$ cat src/rtl/acr_pkg.sv
// Package with constants and types for the converter register block.
package acr_pkg;

  localparam int CLK_PERIOD_NS = 8;
  localparam int IDLE_TIMEOUT_MS = 28;
  localparam int IDLE_TIMEOUT_CYCLES =
    (IDLE_TIMEOUT_MS * 1000000) / CLK_PERIOD_NS;
  localparam int CONV_CYCLES_DEF = 64;

  localparam logic [15:0] RESULT_RESET = 16'h0000;
  localparam logic [15:0] CONFIG_RESET = 16'h058B;
  localparam int START_BIT = 15;
  localparam int MODE_BIT = 8;
  localparam int PULLUP_BIT = 3;
  localparam int RSVD_BIT = 0;
  localparam logic [1:0] KEY_VALID = 2'h1;
  localparam logic [3:0] RESULT_RSVD = 4'h0;
  localparam logic [5:0] WORD_BITS = 6'h10;
  localparam logic [5:0] FRAME_BITS = 6'h20;

  typedef struct packed {
    logic start;
    logic [2:0] inputPairSelect;
    logic [2:0] gainRangeSelect;
    logic singleShotMode;
    logic [2:0] sampleRateSelect;
    logic tempSensorSelect;
    logic pullUpEnable;
    logic [1:0] writeValidKey;
    logic reserved;
  } acr_config_t;

  typedef struct packed {
    logic dataOut;
    logic dataOutEn;
    logic pullUpOn;
  } acr_pin_t;

  typedef enum logic [1:0] {
    ACR_IDLE = 2'b00,
    ACR_CONV = 2'b01
  } acr_conv_state_t;

endpackage

$ cat src/rtl/acr_regs.sv
// Serial register block of a small delta-sigma converter.
//
// Summary of operation
// - Result register is zero after reset until the first conversion ends.
// - Result holds the latest 12-bit two's complement value in bits 15:4.
// - Result bits 3:0 always read zero.
// - Configuration register resets to 058Bh.
// - Start bit starts one conversion only when powered down; reads zero.
// - Bits 14:12 select the input pair.
// - Bits 11:9 select the full-scale range.
// - Bit 8 clear means continuous; set means power-down single-shot.
// - Bits 7:5 select the data rate; code 111 unused.
// - Bit 4 selects the temperature sensor instead of the inputs.
// - Bit 3 enables a weak pull-up on the data pin while deselected.
// - Configuration updates only when the key field bits 2:1 equal 01.
// - Configuration bit 0 ignores writes and reads one.
// - Link clock idles low; change on rising, sample on falling edges.
// - Link clock low for over 28 ms times out the transfer.
// - Chip select high resets the link and releases the data pin.
// - Data pin goes low when a new result is ready.
// - Result shifts out MSB first while the config word is captured.
// - Last two bytes of a 32-bit frame return the configuration after the write; an unkeyed word returns the old one.
`timescale 1ns/10ps
module acr_regs
  import acr_pkg::*;
#(
  parameter int TIMEOUT_CYCLES = IDLE_TIMEOUT_CYCLES,
  parameter int CONV_CYCLES = CONV_CYCLES_DEF
) (
  // System.
  input wire logic clk,
  input wire logic sys_rst,
  // Serial link pins.
  input wire logic chipSelectN,
  input wire logic serialClk,
  input wire logic serialIn,
  output logic dataOutReady,
  output logic dataOutReadyEn,
  output logic dataOutPullUp,
  // Converter core.
  output acr_pkg::acr_config_t activeConfig,
  output logic convStart,
  output logic convBusy,
  input wire logic [11:0] convSample
);
  import acr_pkg::*;

  typedef struct packed {
    logic [1:0] csSync;
    logic [1:0] sckSync;
    logic [1:0] dinSync;
    logic sckPrev;
    logic [5:0] bitCount;
    logic [15:0] shiftOut;
    logic [15:0] shiftIn;
    logic [15:0] echoWord;
    logic [31:0] idleCount;
    logic timedOut;
    logic [15:0] result;
    acr_config_t cfg;
    logic newData;
    acr_conv_state_t convState;
    logic [31:0] convCount;
    logic startPulse;
    logic outBit;
    logic inFrame;
  } acr_state_t;

  acr_state_t stateReg;
  acr_state_t stateNext;

  // Applies the write key and forces fixed bits of a received config word.
  function automatic acr_config_t applyWord(input acr_config_t cur,
                                            input logic [15:0] word);
    acr_config_t nxt;
    nxt = cur;
    if (word[2:1] == KEY_VALID) begin
      nxt = acr_config_t'(word);
      nxt.start = 1'b0;
      nxt.reserved = 1'b1;
    end
    return nxt;
  endfunction

  logic csLow;
  logic sckRise;
  logic sckFall;
  logic [15:0] resultWord;
  logic [15:0] configWord;

  always_comb begin
    csLow = ~stateReg.csSync[1];
    sckRise = stateReg.sckSync[1] & ~stateReg.sckPrev;
    sckFall = ~stateReg.sckSync[1] & stateReg.sckPrev;
    resultWord = {stateReg.result[15:4], RESULT_RSVD};
    configWord = stateReg.cfg;
    configWord[START_BIT] = 1'b0;
    configWord[RSVD_BIT] = 1'b1;
  end

  always_comb begin
    stateNext = stateReg;
    stateNext.csSync = {stateReg.csSync[0], chipSelectN};
    stateNext.sckSync = {stateReg.sckSync[0], serialClk};
    stateNext.dinSync = {stateReg.dinSync[0], serialIn};
    stateNext.sckPrev = stateReg.sckSync[1];
    stateNext.startPulse = 1'b0;

    // Conversion sequencer models the core's busy time.
    case (stateReg.convState)
      ACR_IDLE: begin
        if (!stateReg.cfg.singleShotMode) begin
          stateNext.convState = ACR_CONV;
          stateNext.convCount = '0;
          stateNext.startPulse = 1'b1;
        end
      end
      ACR_CONV: begin
        if (stateReg.convCount == 32'(CONV_CYCLES - 1)) begin
          stateNext.result = {convSample, RESULT_RSVD};
          stateNext.newData = 1'b1;
          stateNext.convState = ACR_IDLE;
          if (!stateReg.cfg.singleShotMode) begin
            stateNext.convCount = '0;
            stateNext.convState = ACR_CONV;
            stateNext.startPulse = 1'b1;
          end
        end else begin
          stateNext.convCount = stateReg.convCount + 32'h1;
        end
      end
      default: stateNext.convState = ACR_IDLE;
    endcase

    if (!csLow) begin
      // Deselected: reset the link and ignore the clock.
      stateNext.bitCount = '0;
      stateNext.inFrame = 1'b0;
      stateNext.timedOut = 1'b0;
      stateNext.idleCount = '0;
    end else begin
      if (stateReg.sckSync[1] || !stateReg.inFrame) begin
        stateNext.idleCount = '0;
      end else if (stateReg.idleCount != 32'(TIMEOUT_CYCLES)) begin
        stateNext.idleCount = stateReg.idleCount + 32'h1;
      end else begin
        stateNext.timedOut = 1'b1;
        stateNext.bitCount = '0;
        stateNext.inFrame = 1'b0;
      end
      if (sckRise) begin
        if (!stateReg.inFrame || stateReg.timedOut) begin
          // First edge locks the result into the shifter.
          stateNext.inFrame = 1'b1;
          stateNext.timedOut = 1'b0;
          stateNext.bitCount = '0;
          stateNext.outBit = resultWord[15];
          stateNext.shiftOut = {resultWord[14:0], 1'b0};
          stateNext.newData = 1'b0;
        end else begin
          stateNext.outBit = stateReg.shiftOut[15];
          stateNext.shiftOut = {stateReg.shiftOut[14:0], 1'b0};
          if (stateReg.bitCount == WORD_BITS) begin
            stateNext.outBit = stateReg.echoWord[15];
            stateNext.shiftOut = {stateReg.echoWord[14:0], 1'b0};
          end
        end
      end
      if (sckFall && stateReg.inFrame && !stateReg.timedOut) begin
        stateNext.shiftIn = {stateReg.shiftIn[14:0], stateReg.dinSync[1]};
        stateNext.bitCount = stateReg.bitCount + 6'h1;
        if (stateReg.bitCount == WORD_BITS - 6'h1) begin
          stateNext.cfg = applyWord(stateReg.cfg,
            {stateReg.shiftIn[14:0], stateReg.dinSync[1]});
          stateNext.echoWord = applyWord(stateReg.cfg,
            {stateReg.shiftIn[14:0], stateReg.dinSync[1]});
          stateNext.echoWord[START_BIT] = 1'b0;
          stateNext.echoWord[RSVD_BIT] = 1'b1;
          // A start request counts only in a keyed word while powered down.
          if (stateReg.shiftIn[14] &&
              stateReg.shiftIn[1:0] == KEY_VALID &&
              stateReg.convState == ACR_IDLE &&
              stateReg.cfg.singleShotMode) begin
            stateNext.startPulse = 1'b1;
            stateNext.convState = ACR_CONV;
            stateNext.convCount = '0;
          end
        end
        if (stateReg.bitCount == FRAME_BITS - 6'h1) begin
          stateNext.bitCount = FRAME_BITS;
        end
      end
    end

    if (sys_rst) begin
      stateNext = '0;
      stateNext.csSync = 2'h3;
      stateNext.dinSync = 2'h0;
      stateNext.result = RESULT_RESET;
      stateNext.cfg = acr_config_t'(CONFIG_RESET);
      stateNext.convState = ACR_IDLE;
      stateNext.outBit = 1'b1;
    end
  end

  always_ff @(posedge clk) begin
    stateReg <= stateNext;
  end

  // Pin drive: ready level before the first edge, shifted data after.
  always_comb begin
    dataOutReadyEn = csLow;
    dataOutReady = stateReg.inFrame ? stateReg.outBit
                                    : ~stateReg.newData;
    dataOutPullUp = ~csLow & stateReg.cfg.pullUpEnable;
    activeConfig = configWord;
    convStart = stateReg.startPulse;
    convBusy = (stateReg.convState == ACR_CONV);
  end

endmodule

$ cat config.mk
export PLATFORM = sky130hd
export DESIGN_NAME = acr_regs
export DESIGN_NICKNAME = d
export VERILOG_FILES = /design/src/rtl/acr_pkg.sv /design/src/rtl/acr_regs.sv
export SDC_FILE = /design/constraint.sdc
export NUM_CORES = 1
export LEC_CHECK = 0
export ABC_CLOCK_PERIOD_IN_PS = 3600
export BUFFER_PORTS_ARGS = -buffer_cell sky130_fd_sc_hd__buf_2
export CORE_AREA = 2 2 160 84
export CTS_BUF_LIST = sky130_fd_sc_hd__clkbuf_4 sky130_fd_sc_hd__clkbuf_8
export CTS_CLUSTER_DIAMETER = 120
export DETAILED_ROUTE_END_ITERATION = 10
export DIE_AREA = 0 0 162 86
export GPL_ROUTABILITY_DRIVEN = 1
export GPL_TIMING_DRIVEN = 0
export HOLD_SLACK_MARGIN = 0.15
export PLACE_DENSITY = 0.74
export SLEW_MARGIN = 25
export SYNTH_ARGS = -nofsm -noshare
export SYNTH_HDL_FRONTEND = slang
export SYNTH_SLANG_ARGS = --single-unit
$ cat constraint.sdc
create_clock -name clk -period 3.6 [get_ports clk]
set_input_delay 0.18 -clock clk [delete_from_list [all_inputs] [get_ports clk]]
set_output_delay 0.18 -clock clk [all_outputs]
set_load 0.005 [all_outputs]
# Word level (Yosys, flattened, before mapping)

Index checks and enable logic that the tools add are counted.

Mux-type cells: 34
Bitwise gates (word level): 7
Reductions and logical operators: 16
Add/sub/neg operators: 3
Equal/unequal tests: 7

Operators with widths:

| kind                                            | count |
|---|---|
| 2-to-1 mux 35 bit                               | 4 |
| case mux 33 bit (2 select lines)                | 1 |
| adder 32 x 1 -> 32 bit, second input constant   | 2 |
| 2-to-1 mux 37 bit                               | 1 |
| 2-to-1 mux 34 bit                               | 1 |
| == test 32 x 6 -> 1 bit, second input constant  | 1 |
| 2-to-1 mux 16 bit                               | 2 |
| 2-to-1 mux 32 bit                               | 1 |
| != test 32 x 22 -> 1 bit, second input constant | 1 |
| 2-to-1 mux 6 bit                                | 5 |
| 2-to-1 mux 22 bit                               | 1 |
| 2-to-1 mux 15 bit                               | 1 |
| 2-to-1 mux 1 bit                                | 14 |
| == test 6 x 5 -> 1 bit, second input constant   | 2 |
| adder 6 x 1 -> 6 bit, second input constant     | 1 |
| == test 6 x 4 -> 1 bit, second input constant   | 1 |
| AND reduction 2 bit                             | 3 |
| logical AND 1 bit                               | 5 |
| == test 2 x 1 -> 1 bit, second input constant   | 2 |
| inverter 1 bit                                  | 4 |
| case mux 2 bit (2 select lines)                 | 1 |
| AND 1 bit                                       | 3 |
| 2-to-1 mux 3 bit                                | 1 |
| AND reduction 3 bit                             | 1 |
| 6 further kinds                                 | 8 |

Word-level logic and storage cells: 91
Input port bits: 17
Bits in registers: 156
Output and inout bits: 21

# Depth between registers and ports, before layout

Depth in word-level cells: 8
Gate-level depth with buffers: 9
Mapped depth without buffers: 6

# Worst setup path after synthesis

OpenSTA, ideal clock, no wires.

Kind: register -> register
Start point: reg stateReg[151] (netlist name)
End point: reg stateReg[7] (netlist name)
Path slack: 1.715 ns
Required time: 3.484 ns
Arrival: 1.769 ns
Period minus slack after synthesis: 1.885 ns
Setup time: 0.116 ns
Path buffers: 1
Cell stages (with the launch flop): 8
Path through: dfxtp_1 ha_1 nand3_1 nor4b_4 a41o_1 buf_4 nor4_1 a31o_1

Longest elaborated chain between the ends: 4

Ends and longest elaborated chain:

| item                     | line            | source |
|---|---|---|
| start: declaration       | acr_regs.sv:69  | `acr_state_t stateReg;` |
| start signal: assignment | acr_regs.sv:207 | `stateReg <= stateNext;` |
| == test 6 x 4 -> 1 bit   | acr_regs.sv:172 | `if (stateReg.bitCount == WORD_BITS - 6'h1) begin` |
| 2-to-1 mux 35 bit        | acr_regs.sv:172 |  |
| 2-to-1 mux 35 bit        | acr_regs.sv:169 | `if (sckFall && stateReg.inFrame && !stateReg.timedOut) begin` |
| 2-to-1 mux 37 bit        | acr_regs.sv:135 | `if (!csLow) begin` |

Every way passes these cells.
A chain may end at the register's enable or synchronous reset.

# Final worst setup path

Start point: reg stateReg[151] (netlist name)
End point: reg stateReg[33] (netlist name)

Same word-level chain as after synthesis.

==> impl_metrics.yaml <==
outcome:
  result_of_the_run: "completed"
finish:
  commonest_non_fill_non_tap_cell_in_the_layout: "dfxtp_1"
  multi_input_comb_area_mm2: 0.003590
  nets: 918
  final_layout_size_suffix_gt1_frac: 0.1397
  area.growth.synth_to_final_pct: 13.49
  antennaDiodeCount: 0
  sequential_cell_area_mm2: 0.002923
  fillerInstances: 1044
  final_util: 0.6363
  final_cell_mix: "dfxtp_1 (146), nand2_1 (101), nor2_1 (98)"
timing:
  timing.setup.tns_ns: 0
  setup_viol: 0
  final.min_clock_period_ns: 2.503
  worst-slew-pin-transition_ns: 0.8005
  finalClockSkew_ns: 0.01936
  timing.max_slew.rel_slack: 0.4614
  setup_repair_after_global_routing_missed_its_margin: "false"
  final_max_slew_viol_count: 0
  finalHoldViolCount: 0
  max_clock_freq_mhz: 399.5
  final_period_utilization: 0.6953
placement:
  dpl.hpwl_mm: 13.44
  portBuffers: 34
  gpl.final_weighted_congestion: 0.9222
clocking:
  tritoncts: "built"
  cts-buffers-inserted: 17
  post_cts_resize_count: 0
  cts_num_sinks: 146
  clk_latency_ns: 0.46
  cts.reportedPaths.clkPinSlew_ns: 0.09
  clock-root-buffer: "clkbuf_8"
  cts_post_setup_buffers_inserted: 0
  ctsLongestPathBuffers: 2
  cts-htree-levels: 4
  ctsHoldBuffers: 15
logic_synthesis:
  yosys_register_bits: 146
  syn_avg_cell_area_um2: 8.413
  netlist_instances: 827
  synth.cell_area_mm2: 0.006958
  synth.yosys.warnings: 0
  count_of_flip_flops_with_a_built_in_enable_after_synthesis: 0
  synth.distinct_cells: 72
  ys_dominant_reg_cell: "dfxtp_1"
  synth_seq_area_share: 0.4201
  synthArstFlopShare: 0
critical_path:
  crit_path_max_fanout: 10
  r2r_start: "stateReg[151]"
  startpoint_type: "flop"
  worst_setup_end_kind: "flop"
  crit_path_cell_trace: "ha_1 -> nand3_1 -> nor4b_4 -> a41o_1 -> buf_4 -> buf_4 -> a311oi_1"
  timing.critical_path.slowest_stage_cell: "nor4b_4"
  critPathMostFrequentCell: "buf_4"
  reg2reg_slack_ns: 1.10
  cp_slowest_stage_delay_ns: 0.54
  critical_path_arrival_ns: 2.81
  setup.worst_path.class: "flop to flop"
  r2r.worst_path.cells: 7
  cp.required_ns: 3.91
  crit-reg2reg-capture: "stateReg[33]"
worst_hold_path:
  worst_hold_startpoint: "sys_rst"
  hp-class: "primary input to flop"
  timing.hold.worst_path_depth: 3
  whs_endpoint: "stateReg[0]"
power:
  powerDensity_mw_per_mm2: 381.4
  max-vdd-ir-drop_uv: 263.1
  p_leak_nw: 2.724
routing:
  vias: 6516
  drtIter0Drc: 797
  firstDrtPassIters: 6
  viasPerCell: 6.039
  route.detailed.drc: 0
  detail_route.wl_per_cell_um: 17.15
  drt.antenna.violating_nets: 0
  finalWirelength_mm: 18.51
global_routing:
  antenna_found_initial: 0
  number_of_global_route_vias_before_repair: 5935
  met3_usage: 0.05803
  grt-ovfl-total: 0
  grt_start_max_net_pins: 17
  grt_first_pass_wirelength_mm: 29.50
  grt-busiest-layer: "met1"
  grt_use_met1: 0.3998
  gr-usage-all-layers: 0.2673
  groute.layer.met2.usage: 0.3841
floorplan:
  fp.dieArea_mm2: 0.01393
  floorplan.core_area_mm2: 0.01241
  start_util: 0.5607
  die_extent_in_y_um: 86
  chipWidth_um: 162
  std_cell_rows: 29
  boundaryPins: 38
flow_run:
  drv_cap: 0
==> how the worst max path moves through the flow <==
stage / start / endpoint / slack [ns] / cells after the start
global route: stateReg[152] / stateReg[33] / 0.98 / 7
detailed placement: stateReg[152] / stateReg[33] / 1.17 / 7
CTS: stateReg[151] / stateReg[33] / 1.15 / 7
floorplan: stateReg[151] / stateReg[7] / 1.72 / 7
global placement: stateReg[151] / stateReg[32] / 1.23 / 7
finish: stateReg[151] / stateReg[33] / 1.10 / 7
==> state kept, by name (all words and copies together) (netlist names) <==
signal	count
stateReg	122
resultWord	12
activeConfig	11
convStart	1
==> synthesized netlist by cell type (3+ instances only) <==
cell type / n / area (um^2)
a211o_1: 3 / 26.28
a211oi_1: 18 / 135.1
a21oi_1: 39 / 195.2
a2bb2oi_1: 3 / 26.28
a311oi_1: 5 / 43.79
a31o_1: 5 / 43.79
a31oi_1: 12 / 75.07
a41oi_1: 3 / 26.28
and2_1: 4 / 25.02
and3_1: 23 / 143.9
and4_1: 4 / 35.03
buf_2: 14 / 70.07
buf_4: 19 / 142.6
buf_6: 4 / 45.04
clkbuf_1: 25 / 93.84
dfxtp_1: 146 / 2923
ha_1: 5 / 62.56
inv_1: 25 / 93.84
mux2i_1: 20 / 200.2
nand2_1: 101 / 379.1
nand2b_1: 8 / 50.05
nand3_1: 31 / 155.2
nand3b_1: 4 / 30.03
nand4_1: 17 / 106.4
nor2_1: 98 / 367.9
nor2b_1: 9 / 56.30
nor3_1: 23 / 115.1
nor3b_1: 3 / 22.52
nor4_1: 12 / 75.07
nor4b_1: 3 / 26.28
o211ai_1: 3 / 22.52
o21ai_0: 13 / 65.06
o21ai_1: 14 / 70.07
o31a_1: 12 / 105.1
o31ai_1: 6 / 45.04
or2_2: 3 / 18.77
or3_1: 9 / 56.30
or4_1: 13 / 97.59
xnor2_1: 19 / 166.4
xor2_1: 8 / 70.07
==> critical path: cells and delay by family, from the launching register on <==
family | cells | cell delay (ns)
AO/OA/AOI/OAI | 2 | 0.49
adder cells (fa/ha/maj) | 1 | 0.26
buffers and inverters | 2 | 0.46
flip-flops | 1 | 0.38
AND/OR/NAND/NOR | 2 | 0.77
==> metal layers <==
| layer | vias to the layer above | part of all wire | wire [um] |
|---|---|---|---|
| met5 | - | 0 | 0 |
| met4 | 0 | 0.0096 | 177 |
| met2 | 293 | 0.41 | 7578 |
| met3 | 19 | 0.093 | 1724 |
| li1 | 3066 | - | - |
| met1 | 3138 | 0.49 | 9027 |
==> final cells by class <==
| class | instances | area share |
|---|---|---|
| well taps | 170 | 0.02694 |
| clock buffers | 19 | 0.03312 |
| inverters | 25 | 0.01188 |
| flip-flops and latches | 146 | 0.3701 |
| repair buffers | 49 | 0.04056 |
| clock inverters | 13 | 0.01775 |
| multi-input cells | 594 | 0.4546 |
| plain buffers | 63 | 0.04500 |
==> stage by stage <==
step                hold WS (ns)  cells  worst slack [ns]  area (um^2)  power [mW]
finish                    0.2958   1079             1.097         7896       3.012
global placement          0.3665   1032             1.229         7345       1.714
floorplan                 0.2838    828             1.715         6962       1.691
detailed placement        0.3761   1032             1.175         7345       1.716
global route              0.3202   1079            0.9803         7896       3.094
CTS                       0.2798   1079             1.154         7896       3.013
==> where the power goes <==
group	total [mW]	internal, mW	switching (mW)
Combinational	0.0739	0.0301	0.0437
Sequential	1.62	1.62	0.00136
Clock	1.32	0.607	0.712
Total	3.01	2.25	0.757
==> kinds of logic after synthesis <==
family | synth area share
simple gates | 0.2913
compound gates | 0.1512
flops | 0.4201
buf+inv | 0.06456
xor+xnor | 0.03399
mux | 0.02877
fa+ha+maj | 0.008991
other cells | 0.001079
No activity file was read; power rests on OpenSTA's default activity.
